<file path="config.mk">
export PLATFORM = sky130hd
export DESIGN_NAME = comparator_sample_filter_modes
export DESIGN_NICKNAME = d
export VERILOG_FILES = /design/src/cmp_filt_pkg.sv /design/src/filt_if.sv /design/src/sample_ticker.sv /design/src/sample_filter.sv /design/src/comparator_sample_filter_modes.sv
export VERILOG_INCLUDE_DIRS = /design/src
export SDC_FILE = /design/constraint.sdc
export NUM_CORES = 1
export LEC_CHECK = 0
export BUFFER_PORTS_ARGS = -buffer_cell sky130_fd_sc_hd__buf_2
export CAP_MARGIN = 20
export CORE_ASPECT_RATIO = 2
export CORE_UTILIZATION = 50
export CTS_BUF_LIST = sky130_fd_sc_hd__clkbuf_4
export DETAILED_ROUTE_END_ITERATION = 6
export GPL_TIMING_DRIVEN = 0
export HOLD_SLACK_MARGIN = 0.05
export PLACE_DENSITY_LB_ADDON = 0.05
export SLEW_MARGIN = 20
export SYNTH_ARGS = -nofsm -noshare
export SYNTH_HDL_FRONTEND = slang
export SYNTH_SLANG_ARGS = --single-unit
</file>
<file path="constraint.sdc">
create_clock -name aclk -period 4.1 [get_ports aclk]
set_clock_uncertainty 0.2 [all_clocks]
set_input_delay 0.615 -clock aclk [delete_from_list [all_inputs] [get_ports aclk]]
set_output_delay 0.615 -clock aclk [all_outputs]
set_load 0.01 [all_outputs]
</file>
<file path="src/cmp_filt_defs.svh">
`ifndef CMP_FILT_DEFS_SVH
`define CMP_FILT_DEFS_SVH

// field widths
`define CNT_W 3
`define PER_W 8
// register byte offsets
`define OFS_CTRL_ZERO 4'h0
`define OFS_CTRL_ONE 4'h4
`define OFS_PERIOD 4'h8
`define OFS_STATUS 4'hC
// control_reg_one bit positions
`define BIT_EN 0
`define BIT_WE 1
`define BIT_SAMPLE 2
// status bit positions
`define BIT_RAW 0
`define BIT_UNFILT 1
`define BIT_FINAL 2
`define MODE_LSB 4
`define MODE_MSB 7
// special field values and reset values
`define CNT_ZERO 3'h0
`define CNT_ONE 3'h1
`define PER_ZERO 8'h00
`define PER_ONE 8'h01
// axi responses
`define RESP_OKAY 2'h0
`define RESP_SLVERR 2'h2
`endif

</file>
<file path="src/cmp_filt_pkg.sv">
`include "cmp_filt_defs.svh"
package cmp_filt_pkg;
  typedef logic [`CNT_W-1:0] cnt_t;
  typedef logic [`PER_W-1:0] per_t;
  // operating modes; illegal covers every unlisted setting
  typedef enum logic [3:0] {
    M_DISABLED, M_CONTINUOUS, M_SAMP_EXT, M_SAMP_INT, M_FILT_EXT,
    M_FILT_INT, M_WINDOWED, M_WIN_RESAMP, M_WIN_FILT, M_ILLEGAL
  } mode_t;

  // mode from the control fields
  function automatic mode_t decode_mode(input logic en, input logic we, input logic se,
                                        input cnt_t cnt, input per_t per);
    mode_t m;
    m = M_ILLEGAL;
    if (!en) begin
      m = M_DISABLED;
    end else if (!we && se) begin
      if (cnt == `CNT_ONE) m = M_SAMP_EXT;
      else if (cnt > `CNT_ONE) m = M_FILT_EXT;
    end else if (!we) begin
      if (cnt == `CNT_ZERO || per == `PER_ZERO) m = M_CONTINUOUS;
      else if (cnt == `CNT_ONE) m = M_SAMP_INT;
      else m = M_FILT_INT;
    end else if (!se) begin
      if (cnt == `CNT_ZERO || per == `PER_ZERO) m = M_WINDOWED;
      else if (cnt == `CNT_ONE) m = M_WIN_RESAMP;
      else m = M_WIN_FILT;
    end
    return m;
  endfunction
endpackage

</file>
<file path="src/filt_if.sv">
`timescale 1ns/10ps
// link between the mode logic and the sample filter
interface filt_if;
  logic tick; // one sample strobe
  logic data; // value being sampled
  logic clear; // forces filter to its known state
  cmp_filt_pkg::cnt_t count; // agreeing samples needed
  logic out; // filter result
  modport ctrl(output tick, output data, output clear, output count, input out);
  modport filt(input tick, input data, input clear, input count, output out);
endinterface

</file>
<file path="src/sample_ticker.sv">
`timescale 1ns/10ps
`include "cmp_filt_defs.svh"
// internal sample clock: one strobe every period bus clocks
module sample_ticker (
  input wire logic aclk, // bus clock
  input wire logic aresetn, // sync reset, active low
  input wire logic clear, // holds the divider at zero
  input wire cmp_filt_pkg::per_t period, // interval in bus clocks
  output logic tick // one-cycle strobe
);
  cmp_filt_pkg::per_t cnt; // cycles since last strobe

  ////////////////////////////////////////////////////////////////
  // divider; period zero never reaches here since clear is held
  always_ff @(posedge aclk) begin
    if (!aresetn || clear) begin
      cnt <= `PER_ZERO;
      tick <= 1'b0;
    end else if (cnt >= period - `PER_ONE) begin
      cnt <= `PER_ZERO;
      tick <= 1'b1;
    end else begin
      cnt <= cnt + `PER_ONE;
      tick <= 1'b0;
    end
  end
endmodule

</file>
<file path="src/sample_filter.sv">
`timescale 1ns/10ps
`include "cmp_filt_defs.svh"
// agreement filter: output follows input after count equal samples
module sample_filter (
  input wire logic aclk, // bus clock
  input wire logic aresetn, // sync reset, active low
  filt_if.filt fb // strobe, data, count in; result out
);
  logic cand; // value of the current run
  cmp_filt_pkg::cnt_t agree; // length of the run, saturating
  logic [`CNT_W:0] run; // run length including this sample

  // one bit wider so a full run cannot wrap
  always_comb begin
    if (fb.data == cand && agree != `CNT_ZERO) run = {1'b0, agree} + {`CNT_W'h0, 1'b1};
    else run = {`CNT_W'h0, 1'b1};
  end

  ////////////////////////////////////////////////////////////////
  // run tracking; clear gives the known start state
  always_ff @(posedge aclk) begin
    if (!aresetn || fb.clear) begin
      cand <= 1'b0;
      agree <= `CNT_ZERO;
    end else if (fb.tick) begin
      cand <= fb.data;
      agree <= (run > {1'b0, fb.count}) ? fb.count : run[`CNT_W-1:0];
    end
  end

  // result only moves once enough samples agree; zero until filled
  always_ff @(posedge aclk) begin
    if (!aresetn || fb.clear) begin
      fb.out <= 1'b0;
    end else if (fb.tick && run >= {1'b0, fb.count}) begin
      fb.out <= fb.data;
    end
  end
endmodule

</file>
<file path="src/comparator_sample_filter_modes.sv">
// Decided for this implementation: the register offsets and the AXI4-Lite slave port.
`timescale 1ns/10ps
`include "cmp_filt_defs.svh"
// comparator output conditioning with an axi4-lite register slave
module comparator_sample_filter_modes #(
  parameter int ADDR_W = 4 // axi address width
) (
  input wire logic aclk, // bus clock, 100 MHz
  input wire logic aresetn, // sync reset, active low
  input wire logic [ADDR_W-1:0] awaddr, // write address
  input wire logic awvalid, // write address valid
  output logic awready, // write address ready
  input wire logic [31:0] wdata, // write data
  input wire logic [3:0] wstrb, // write byte enables
  input wire logic wvalid, // write data valid
  output logic wready, // write data ready
  output logic [1:0] bresp, // write response
  output logic bvalid, // write response valid
  input wire logic bready, // write response ready
  input wire logic [ADDR_W-1:0] araddr, // read address
  input wire logic arvalid, // read address valid
  output logic arready, // read address ready
  output logic [31:0] rdata, // read data
  output logic [1:0] rresp, // read response
  output logic rvalid, // read data valid
  input wire logic rready, // read data ready
  input wire logic compare_level, // analog comparator decision, async
  input wire logic window_in, // window gating pin, async
  input wire logic sample_in, // external sample pin, async
  output logic raw_compare_out, // comparator result, zero when disabled
  output logic unfiltered_out, // windowed or direct result
  output logic final_filtered_out // sampled and filtered result
);
  ////////////////////////////////////////////////////////////////
  // declarations
  cmp_filt_pkg::cnt_t filter_sample_count; // control_reg_zero field
  logic enable_bit; // control_reg_one: module enable
  logic window_enable_bit; // control_reg_one: window gating
  logic sample_enable_bit; // control_reg_one: external sampling
  cmp_filt_pkg::per_t filter_sample_period; // filter_period_reg field
  cmp_filt_pkg::mode_t mode; // decoded operating mode
  logic cmp_meta, cmp_sync; // comparator synchroniser
  logic win_meta, win_sync; // window synchroniser
  logic smp_meta, smp_sync, smp_prev; // sample pin synchroniser and edge
  logic ext_rise; // rising edge of the sample pin
  logic per_tick; // internal period strobe
  logic filter_mode; // a mode that uses the filter
  logic windowed_any; // any windowed mode
  logic reconfig_hold; // safe reconfiguration setting
  logic next_unfilt; // next value of unfiltered_out
  logic aw_held, w_held; // write halves captured
  logic [ADDR_W-1:0] wr_addr; // captured write address
  logic [31:0] wr_data; // captured write data
  logic wr_lane0; // captured low byte enable
  logic do_write; // both halves present, commit now
  logic [31:0] next_rdata; // read mux output
  filt_if fb(); // filter link

  // register decode shared by reads and writes
  function automatic logic is_mapped(input logic [ADDR_W-1:0] a);
    logic [3:0] lo;
    lo = a[3:0];
    return (lo == `OFS_CTRL_ZERO) || (lo == `OFS_CTRL_ONE) ||
           (lo == `OFS_PERIOD) || (lo == `OFS_STATUS);
  endfunction

  ////////////////////////////////////////////////////////////////
  // axi write channel: address and data taken in either order
  // a held half stalls its channel until the
  // response is taken: one write at a time
  assign awready = !aw_held && !bvalid;
  assign wready = !w_held && !bvalid;
  assign do_write = aw_held && w_held && !bvalid;

  // address half
  always_ff @(posedge aclk) begin
    if (!aresetn) begin
      aw_held <= 1'b0;
      wr_addr <= '0;
    end else if (awvalid && awready) begin
      aw_held <= 1'b1;
      wr_addr <= awaddr;
    end else if (do_write) begin
      aw_held <= 1'b0;
    end
  end

  // data half; fields all sit in the low byte
  always_ff @(posedge aclk) begin
    if (!aresetn) begin
      w_held <= 1'b0;
      wr_data <= 32'h0;
      wr_lane0 <= 1'b0;
    end else if (wvalid && wready) begin
      w_held <= 1'b1;
      wr_data <= wdata;
      wr_lane0 <= wstrb[0];
    end else if (do_write) begin
      w_held <= 1'b0;
    end
  end

  // response; unmapped addresses answer slverr and change nothing
  // bvalid blocks both halves until bready
  always_ff @(posedge aclk) begin
    if (!aresetn) begin
      bvalid <= 1'b0;
      bresp <= `RESP_OKAY;
    end else if (do_write) begin
      bvalid <= 1'b1;
      bresp <= is_mapped(wr_addr) ? `RESP_OKAY : `RESP_SLVERR;
    end else if (bready) begin
      bvalid <= 1'b0;
    end
  end

  ////////////////////////////////////////////////////////////////
  // registers written by software; status is read only
  // wstrb[0] low: answered okay, nothing written
  always_ff @(posedge aclk) begin
    if (!aresetn) begin
      filter_sample_count <= `CNT_ZERO;
    end else if (do_write && wr_lane0 && wr_addr[3:0] == `OFS_CTRL_ZERO) begin
      filter_sample_count <= wr_data[`CNT_W-1:0];
    end
  end

  // enable, window enable, sample enable
  always_ff @(posedge aclk) begin
    if (!aresetn) begin
      enable_bit <= 1'b0;
      window_enable_bit <= 1'b0;
      sample_enable_bit <= 1'b0;
    end else if (do_write && wr_lane0 && wr_addr[3:0] == `OFS_CTRL_ONE) begin
      enable_bit <= wr_data[`BIT_EN];
      window_enable_bit <= wr_data[`BIT_WE];
      sample_enable_bit <= wr_data[`BIT_SAMPLE];
    end
  end

  // internal sample period in bus clocks
  always_ff @(posedge aclk) begin
    if (!aresetn) begin
      filter_sample_period <= `PER_ZERO;
    end else if (do_write && wr_lane0 && wr_addr[3:0] == `OFS_PERIOD) begin
      filter_sample_period <= wr_data[`PER_W-1:0];
    end
  end

  ////////////////////////////////////////////////////////////////
  // axi read channel: one cycle from address to data
  // rdata is never overwritten while unread
  assign arready = !rvalid;

  always_comb begin
    next_rdata = 32'h0;
    if (araddr[3:0] == `OFS_CTRL_ZERO) begin
      next_rdata[`CNT_W-1:0] = filter_sample_count;
    end else if (araddr[3:0] == `OFS_CTRL_ONE) begin
      next_rdata[`BIT_EN] = enable_bit;
      next_rdata[`BIT_WE] = window_enable_bit;
      next_rdata[`BIT_SAMPLE] = sample_enable_bit;
    end else if (araddr[3:0] == `OFS_PERIOD) begin
      next_rdata[`PER_W-1:0] = filter_sample_period;
    end else if (araddr[3:0] == `OFS_STATUS) begin
      next_rdata[`BIT_RAW] = raw_compare_out;
      next_rdata[`BIT_UNFILT] = unfiltered_out;
      next_rdata[`BIT_FINAL] = final_filtered_out;
      next_rdata[`MODE_MSB:`MODE_LSB] = mode;
    end
  end

  // data held until the master takes it
  // status is a snapshot taken at the address edge
  always_ff @(posedge aclk) begin
    if (!aresetn) begin
      rvalid <= 1'b0;
      rdata <= 32'h0;
      rresp <= `RESP_OKAY;
    end else if (arvalid && arready) begin
      rvalid <= 1'b1;
      rdata <= is_mapped(araddr) ? next_rdata : 32'h0;
      rresp <= is_mapped(araddr) ? `RESP_OKAY : `RESP_SLVERR;
    end else if (rready) begin
      rvalid <= 1'b0;
    end
  end

  ////////////////////////////////////////////////////////////////
  // pin synchronisers; only the second stage is read by logic
  // the comparator is async as well, so it pays
  // the same two-flop latency as the pins
  always_ff @(posedge aclk) begin
    if (!aresetn) begin
      cmp_meta <= 1'b0;
      cmp_sync <= 1'b0;
      win_meta <= 1'b0;
      win_sync <= 1'b0;
      smp_meta <= 1'b0;
      smp_sync <= 1'b0;
      smp_prev <= 1'b0;
    end else begin
      cmp_meta <= compare_level;
      cmp_sync <= cmp_meta;
      win_meta <= window_in;
      win_sync <= win_meta;
      smp_meta <= sample_in;
      smp_sync <= smp_meta;
      smp_prev <= smp_sync;
    end
  end

  ////////////////////////////////////////////////////////////////
  // mode decoding; illegal settings drive unfiltered_out and final_filtered_out low, raw_compare_out still follows the comparator
  // holding illegal settings low beats guessing
  // which mode software meant
  assign mode = cmp_filt_pkg::decode_mode(enable_bit, window_enable_bit, sample_enable_bit,
                                          filter_sample_count, filter_sample_period);
  assign ext_rise = smp_sync && !smp_prev;
  assign windowed_any = (mode == cmp_filt_pkg::M_WINDOWED) ||
                        (mode == cmp_filt_pkg::M_WIN_RESAMP) ||
                        (mode == cmp_filt_pkg::M_WIN_FILT);
  assign filter_mode = (mode == cmp_filt_pkg::M_SAMP_EXT) || (mode == cmp_filt_pkg::M_SAMP_INT) ||
                       (mode == cmp_filt_pkg::M_FILT_EXT) || (mode == cmp_filt_pkg::M_FILT_INT) ||
                       (mode == cmp_filt_pkg::M_WIN_RESAMP) || (mode == cmp_filt_pkg::M_WIN_FILT);
  assign reconfig_hold = !sample_enable_bit && filter_sample_count == `CNT_ZERO;

  // internal period divider, stopped outside filtering modes
  // cleared while the pin is the source, so an
  // internal-period mode starts from zero
  sample_ticker u_ticker (
    .aclk(aclk),
    .aresetn(aresetn),
    .clear(!filter_mode || sample_enable_bit),
    .period(filter_sample_period),
    .tick(per_tick)
  );

  // filter clock source: sample pin edges or the period strobe
  assign fb.tick = filter_mode && (sample_enable_bit ? ext_rise : per_tick);
  assign fb.data = unfiltered_out;
  assign fb.count = filter_sample_count;
  // reconfiguration setting or a non-filter mode empties the filter
  // trade-off: leaving the filter modes loses the run, but
  // a filtered mode entered from a non-filter mode starts empty
  assign fb.clear = reconfig_hold || !filter_mode;

  sample_filter u_filter (
    .aclk(aclk),
    .aresetn(aresetn),
    .fb(fb)
  );

  ////////////////////////////////////////////////////////////////
  // unfiltered path: low when disabled or illegal, else direct when not windowed, follows while window high, held while window low
  // one flop is output and window latch: a new
  // windowed mode starts from the old value
  always_comb begin
    if (!enable_bit || mode == cmp_filt_pkg::M_ILLEGAL) begin
      next_unfilt = 1'b0;
    end else if (windowed_any) begin
      next_unfilt = win_sync ? cmp_sync : unfiltered_out;
    end else begin
      next_unfilt = cmp_sync;
    end
  end

  // raw result forced low when disabled
  always_ff @(posedge aclk) begin
    if (!aresetn) begin
      raw_compare_out <= 1'b0;
    end else begin
      raw_compare_out <= enable_bit ? cmp_sync : 1'b0;
    end
  end

  // unfiltered output register, doubles as the window latch
  always_ff @(posedge aclk) begin
    if (!aresetn) begin
      unfiltered_out <= 1'b0;
    end else begin
      unfiltered_out <= next_unfilt;
    end
  end

  // final output: direct copy, or the filter result in sampled modes
  // both outputs move on the same edge, so
  // continuous and windowed read identical
  always_ff @(posedge aclk) begin
    if (!aresetn) begin
      final_filtered_out <= 1'b0;
    end else if (mode == cmp_filt_pkg::M_CONTINUOUS || mode == cmp_filt_pkg::M_WINDOWED) begin
      final_filtered_out <= next_unfilt;
    end else if (filter_mode) begin
      final_filtered_out <= fb.out;
    end else begin
      final_filtered_out <= 1'b0;
    end
  end
endmodule

</file>
==> results of run 1 <==
## registers in the layout, indices dropped and copies added, names as in the netlist, 3 cells and up
register and cells:
filter_sample_period 8, rdata 8, u_ticker.cnt 8, wr_data 8, wr_addr 4, fb.count 3
u_filter.agree 3
## layout by cell type, fill, tap and decap left out, types with 11 or more instances in the layout
master    count
buf_2        44
nand2_1      32
dfxtp_1      65
nor2_1       19
buf_4        27
and2_1       11
inv_1        13
nor2b_1      25
ha_1         15
a21boi_0     11
conb_1       26
mux2i_1      22
clkbuf_1     11
## through the flow
stage	total power, mW	hold WS [ns]	util (%)	std cells
CTS	1.19	0.170	61.0	530
detailed placement	0.780	0.221	59.1	515
global placement	0.779	0.223	59.1	515
global route	1.23	0.183	61.0	530
finish	1.17	0.202	61.0	530
floorplan	0.746	0.209	-	386
## cells by family (layout without fill, tap and decap cells)
| kind of cell | count (synthesis) | in the layout | share of synthesized area [%] |
|---|---|---|---|
| buffers and inverters | 53 | 111 | 9.25 |
| adder cells (fa/ha/maj) | 15 | 15 | 5.62 |
| multiplexers | 26 | 26 | 8.95 |
| AO/OA/AOI/OAI | 57 | 57 | 12.2 |
| XOR/XNOR | 13 | 13 | 3.41 |
| other | 1 | 26 | 0.112 |
| AND/OR/NAND/NOR | 131 | 131 | 21.5 |
| flip-flops | 65 | 65 | 39.0 |
## power by group
group / internal [mW] / switching (mW) / total [mW]
registers: 0.647 / 0.0110 / 0.658
clock network: 0.184 / 0.222 / 0.405
logic: 0.0522 / 0.0550 / 0.107
total: 0.883 / 0.287 / 1.17
## layer usage
layer / routed length, um / vias to the layer above / global-route usage, %
met3: 175 / 21 / 4.40
li1: - / 1361 / -
met2: 4070 / 47 / 40.3
met1: 2590 / 1222 / 23.4
met4: 332 / 0 / 15.1
met5: 0 / - / 0
## worst max path at each step
stage | from | end | slack [ns] | cells after the start
final | filter_sample_period[0] | u_ticker.cnt[7] | 0.88 | 12
after global routing | filter_sample_period[0] | u_ticker.cnt[4] | 0.66 | 12
after CTS | filter_sample_period[0] | u_ticker.cnt[7] | 0.86 | 12
after detailed placement | filter_sample_period[0] | u_ticker.cnt[2] | 0.88 | 12
after global placement | filter_sample_period[0] | u_ticker.cnt[7] | 0.93 | 12
after floorplan | filter_sample_period[0] | u_ticker.cnt[2] | 1.22 | 12
## layout make-up
class	instances	area, um2
plain buffers	40	260
clock buffers	10	75.1
clock inverters	5	47.5
fillers	641	2480
inverters	13	48.8
multi-input cells	268	1820
flip-flops and latches	65	1300
well taps	86	108
repair buffers	43	215
==> results.env, run 1 <==
CPLARGESTDELAYFAMILY='simple AND/OR/NAND/NOR gates'
ROUTE.VIAS.TOTAL=2651
FINALWORSTPATHREQUIREDPERIOD_NS=3.22
SYNTHESIS_TO_LAYOUT_AREA_GROWTH_PCT=16.1
SYNTHDOMINANTCELLAREASHARE_PCT=39.0
CTS_RESIZED=0
FINAL_LAYOUT_SIZE_SUFFIX_GT1_SHARE_PCT=21.6
GLOBAL_ROUTE_WIRE_LENGTH_BEFORE_REPAIR_UM=12000
POSTSYNTHAREAPERCELL_UM2=9.25
PLACE.GP.CONGESTION=0.947
DIE_AREA_MM2=0.00703
START_KIND='register'
YOSYS_REGISTER_BITS=65
COUNT_OF_ROUTING_VIOLATIONS_AFTER_THE_OPENING_DETAILED_ROUTE_ITERATION=74
YOSYSMOSTFREQUENTCELL='dfxtp_1'
REG_CLK_SLEW_REPORTED_PATHS_NS=0.10
FINAL_CELL_AREA_MM2=0.00388
SYNTHESIS.AREA_MM2=0.00334
TOP_REG_CELL_SYNTH='dfxtp_1'
DETAIL_ROUTE.FIRST_PASS.ITERATIONS=4
GR-USAGE-ALL-LAYERS_PCT=23.1
YOSYSSEQAREASHARE_PCT=39.0
CRIT_FANOUT=8
CTS_ROOT_BUF='clkbuf_4'
CTS_INSERTED_BUFFERS=9
POST-ROUTE-WORST-SETUP-SLACK_NS=0.877
WL_UM=7170
WORST_HOLD_PATH_TYPE='input pin to register'
FINAL.PERIOD_UTILIZATION_PCT=78.6
TOTALNEGATIVESETUPSLACK_NS=0
DETAIL_ROUTE.DRC_VIOLATIONS=0
BUFFER_PORTS.INSERTED=43
DIODES=0
DIE-WIDTH_UM=59.8
MAX_CAP_VIOLATIONS=0
NUMBER_OF_ENDPOINTS_WITH_NEGATIVE_HOLD_SLACK_IN_THE_FINAL_REPORT=0
SYNTH_AREA_LEADERS='dfxtp_1 (39%), mux2i_1 (6.6%), buf_4 (6.1%), ha_1 (5.6%), nor2b_1 (4.7%)'
DP_HPWL_UM=5640
SYNTH_CELLS=361
P_LEAK_nW=1.80
WHS_ENDPOINT='smp_meta'
REG2REG_SLACK_NS=0.88
BUFFER_DEPTH_OF_THE_LONGEST_CLOCK_PATH=2
CRITPATHCAPTURETYPE='register'
DETAIL-ROUTE-ANTENNA-NETS=0
FLOORPLAN.IO_PINS=98
TIMING.CRITICAL_PATH.ARRIVAL_NS=3.38
RSZ0062_AT_GRT='no'
PIN_COUNT_OF_THE_BIGGEST_NET_ENTERING_GLOBAL_ROUTING=11
CRIT_CHAIN='inv_1 > ha_1 > or3b_1 > clkbuf_1 > nor3_1 > xnor2_1 > ha_1 > o211ai_1 > a221oi_1 > or4_1 > clkbuf_1 > nor2_1'
CTS_SETUP_BUFFERS=0
GLOBAL_ROUTE.OVERFLOW_TOTAL=0
HTREE_LEVELS=3
PATH_BUF_INV=3
REPORT.FINAL.SETUP_VIOL=0
POST_DP_CELL_AREA_MM2=0.00376
PLACEMENTROWS=41
PEAKVDDDROP_uV=203
SYNTH_TOP_CELLS_BY_COUNT='dfxtp_1 (65), nand2_1 (32), buf_4 (27), nor2b_1 (25), mux2i_1 (22)'
SETUP.WORST_PATH.CLASS='register to register'
EFFECTIVE_UTILIZATION_AT_FLOORPLAN_PCT=52.5
GRT_PASS1_VIAS=2601
WORST_R2R_PATH_DEPTH=12
CRITPATHREQUIREDTIME_NS=4.26
VIAS_PER_CELL=5.00
TIMING_MAX_TRANSITION_VIOLATIONS_FINAL=0
WORST_SLEW_MARGIN_REL_PCT=60.2
WL_PER_CELL_UM=13.5
GRT_ANTENNA_BEFORE_REPAIR=0
YOSYSWARNINGCOUNT=0
CP_SLOWEST_STAGE_DELAY_NS=0.47
TRITONCTS='built'
R2R-END='u_ticker.cnt[7]'
OUTCOME='completed'
PLACE_WS_NS=0.884
CRITICAL_PATH.REG2REG.STARTPOINT='filter_sample_period[0]'
FINISH.NET_COUNT=509
MAX_FREQ_MHz=310
TRITONCTS_NUM_SINKS=65
HOLD_START='sample_in'
POWER_PER_CELL_AREA_mW_PER_MM2=302
NUMBER_OF_SYNTHESIZED_FLOPS_WITH_AN_ENABLE_PIN=0
SYNTH_CELL_TYPES=55
CRITPATHSLOWESTCELL='or4_1'
WORSTSKEWPAIRLATENCY_NS=0.42
HOLD_PATH_DEPTH=2
CTS_HOLD_BUF=0
ASYNC_FLOP_SHARE_PCT=0
SYNTH.LARGEST_AREA_CELL='dfxtp_1'
CORE_MM2=0.00636
TRANSITION_TIME_OF_THE_TIGHTEST_SLEW_CHECK_PIN_NS=0.595
DIE_HEIGHT_UM=118
No activity file was read; power rests on OpenSTA's default activity.
==> inputs of run 2 (changes only) <==
ABC_AREA = 1   (was not set)
clock period = 3.17 ns   (was 4.1 ns; I/O delays follow)
==> run 2 against run 1 <==
Flip-flop and latch count unchanged. Hold slack worse by 0.11 ns. Synthesized cell count up 29%. Critical path depth unchanged. Sequential share of layout area down 1.0 points. Total power up 36%. Largest power group unchanged. Highest routed layer unchanged.
==> results.env, run 2 <==
SETUP.WORST_PATH.CLASS='register to register'
POST-ROUTE-WORST-SETUP-SLACK_NS=0.488
CRITICAL_PATH.REG2REG.STARTPOINT='filter_sample_period[0]'
COUNT_OF_ROUTING_VIOLATIONS_AFTER_THE_OPENING_DETAILED_ROUTE_ITERATION=97
DIE-WIDTH_UM=60.3
SYNTHDOMINANTCELLAREASHARE_PCT=38.2
PATH_BUF_INV=1
REPORT.FINAL.SETUP_VIOL=0
CRIT_FANOUT=8
WORST_HOLD_PATH_TYPE='input pin to register'
MAX_FREQ_MHz=373
EFFECTIVE_UTILIZATION_AT_FLOORPLAN_PCT=51.8
WL_UM=7610
RSZ0062_AT_GRT='no'
HOLD_START='wdata[6]'
REG_CLK_SLEW_REPORTED_PATHS_NS=0.12
CPLARGESTDELAYFAMILY='simple AND/OR/NAND/NOR gates'
CRITPATHSLOWESTCELL='nor2_1'
HTREE_LEVELS=3
CRITICAL_PATH.MOST_COMMON_CELL='nor2_1'
P_LEAK_nW=1.96
YOSYSWARNINGCOUNT=0
TOTALNEGATIVESETUPSLACK_NS=0
MOST_COMMON_CELL_AFTER_LAYOUT_FILL_AND_TAPS_ASIDE='nand2_1'
PEAKVDDDROP_uV=403
SYNTH_CELL_TYPES=33
POWER_PER_CELL_AREA_mW_PER_MM2=397
WHS_ENDPOINT='wr_data[6]'
CORE_MM2=0.00657
FINAL_LAYOUT_SIZE_SUFFIX_GT1_SHARE_PCT=21.0
CRITPATHCAPTURETYPE='register'
ROUTE.VIAS.TOTAL=3080
NUMBER_OF_ENDPOINTS_WITH_NEGATIVE_HOLD_SLACK_IN_THE_FINAL_REPORT=0
SYNTH_AREA_LEADERS='dfxtp_1 (38%), nand2_1 (8.4%), nor2_1 (6.3%), inv_1 (6.0%), buf_4 (5.7%)'
GLOBAL_ROUTE.OVERFLOW_TOTAL=0
DIE_AREA_MM2=0.00716
MAX_CAP_VIOLATIONS=0
TIMING_MAX_TRANSITION_VIOLATIONS_FINAL=0
POSTSYNTHAREAPERCELL_UM2=7.32
PLACE.GP.CONGESTION=0.907
PIN_COUNT_OF_THE_BIGGEST_NET_ENTERING_GLOBAL_ROUTING=13
WL_PER_CELL_UM=11.9
FINALWORSTPATHREQUIREDPERIOD_NS=2.68
CTS_ROOT_BUF='clkbuf_4'
TOP_REG_CELL_SYNTH='dfxtp_1'
SYNTHESIS_TO_LAYOUT_AREA_GROWTH_PCT=17.5
R2R-END='u_ticker.cnt[4]'
PLACEMENTROWS=42
TRITONCTS_NUM_SINKS=65
YOSYS_REGISTER_BITS=65
SYNTH.LARGEST_AREA_CELL='dfxtp_1'
FLOORPLAN.IO_PINS=98
REG2REG_SLACK_NS=0.49
DIODES=0
CTS_INSERTED_BUFFERS=9
CRIT_CHAIN='inv_1 > nand3_1 > nor2_1 > nand2_1 > nor3_1 > xor2_1 > ha_1 > a21oi_1 > o221ai_1 > nor2_1 > nand3_4 > nor2_2'
TRITONCTS='built'
HOLD_PATH_DEPTH=3
SYNTHESIS.AREA_MM2=0.00340
DETAIL_ROUTE.FIRST_PASS.ITERATIONS=6
START_KIND='register'
LAYOUT.CELLS.MOST_COMMON_LIST='nand2_1 (76), dfxtp_1 (65), nor2_1 (57)'
DIE_HEIGHT_UM=119
FINAL.PERIOD_UTILIZATION_PCT=84.6
TIMING.CRITICAL_PATH.ARRIVAL_NS=2.84
YOSYSMOSTFREQUENTCELL='nand2_1'
VIAS_PER_CELL=4.80
DETAIL_ROUTE.DRC_VIOLATIONS=0
GRT_PASS1_VIAS=2902
WORST_R2R_PATH_DEPTH=12
TOTAL_POWER_mW=1.59
GRT_ANTENNA_BEFORE_REPAIR=0
OUTCOME='completed'
BUFFER_DEPTH_OF_THE_LONGEST_CLOCK_PATH=2
SYNTH_TOP_CELLS_BY_COUNT='nand2_1 (76), dfxtp_1 (65), nor2_1 (57), inv_1 (54), a21oi_1 (37)'
CP_SLOWEST_STAGE_DELAY_NS=0.34
GR-USAGE-ALL-LAYERS_PCT=24.0
GLOBAL_ROUTE_WIRE_LENGTH_BEFORE_REPAIR_UM=12800
FINISH.NET_COUNT=617
DETAIL-ROUTE-ANTENNA-NETS=0
YOSYSSEQAREASHARE_PCT=38.2
SYNTH_CELLS=465
BUFFER_PORTS.INSERTED=44
WORSTSKEWPAIRLATENCY_NS=0.42
PLACE_WS_NS=0.462
FINAL_UTIL_PCT=60.9
CTS_RESIZED=0
CRITPATHREQUIREDTIME_NS=3.33
DP_HPWL_UM=6070
ASYNC_FLOP_SHARE_PCT=0
NUMBER_OF_SYNTHESIZED_FLOPS_WITH_AN_ENABLE_PIN=0
run 2: area by class of cell:
type / instances / area, um2
Tap cell: 88 / 110
Clock inverter: 6 / 67.6
Inverter: 59 / 224
Timing Repair Buffer: 47 / 250
Sequential cell: 65 / 1300
Clock buffer: 10 / 75.1
Fill cell: 645 / 2570
Buffer: 34 / 225
Multi-Input combinational cell: 332 / 1750
run 2: kinds of logic (layout without fill, tap and decap cells):
| family | after synthesis | after routing | synth area share (%) |
|---|---|---|---|
| buffers and inverters | 93 | 156 | 13.2 |
| adders and majority gates | 15 | 15 | 5.51 |
| DFF | 65 | 65 | 38.2 |
| and+or+nand+nor | 188 | 188 | 25.1 |
| AOI/OAI and AO/OA | 90 | 90 | 14.5 |
| other | 1 | 26 | 0.110 |
| xor gates and xnor gates | 13 | 13 | 3.35 |
run 2: metrics by stage:
| step | std cells | hold WS (ns) | instance area (um2) |
|---|---|---|---|
| final | 641 | 0.0927 | 4000 |
| after global routing | 641 | 0.0708 | 4000 |
| after global placement | 622 | 0.194 | 3830 |
| after floorplan | 490 | 0.190 | 3500 |
| after detailed placement | 622 | 0.197 | 3830 |
| after CTS | 641 | 0.0710 | 4000 |
run 2: metal layers:
metal | GRT usage [%] | routed length [um]
met5 | 0 | 0
met4 | 13.5 | 326
met3 | 4.27 | 204
met2 | 42.8 | 4230
met1 | 24.7 | 2850
run 2: how the worst max path moves through the flow:
stage / start / to / slack [ns] / cells past startpoint
floorplan: filter_sample_period[2] / u_ticker.cnt[0] / 0.98 / 12
global placement: filter_sample_period[0] / u_ticker.cnt[7] / 0.55 / 12
global route: filter_sample_period[0] / u_ticker.cnt[1] / 0.27 / 12
finish: filter_sample_period[0] / u_ticker.cnt[4] / 0.49 / 12
detailed placement: filter_sample_period[0] / u_ticker.cnt[4] / 0.46 / 12
CTS: filter_sample_period[0] / u_ticker.cnt[4] / 0.45 / 12
run 2: power by group:
part	total, mW	internal, mW	switching [mW]
Sequential	0.861	0.843	0.0180
Clock	0.570	0.252	0.318
Combinational	0.158	0.0663	0.0920
run 2: what timing repair did:
action	in CTS	in global routing
hold buffers	3	0
hold endpoints to repair	3	0
buffers inserted	0	0
run 2: worst min-delay path, cell delays in order:
cell	delay, ns
buf_2	0.07
o21ai_0	0.07
nor2_1	0.08
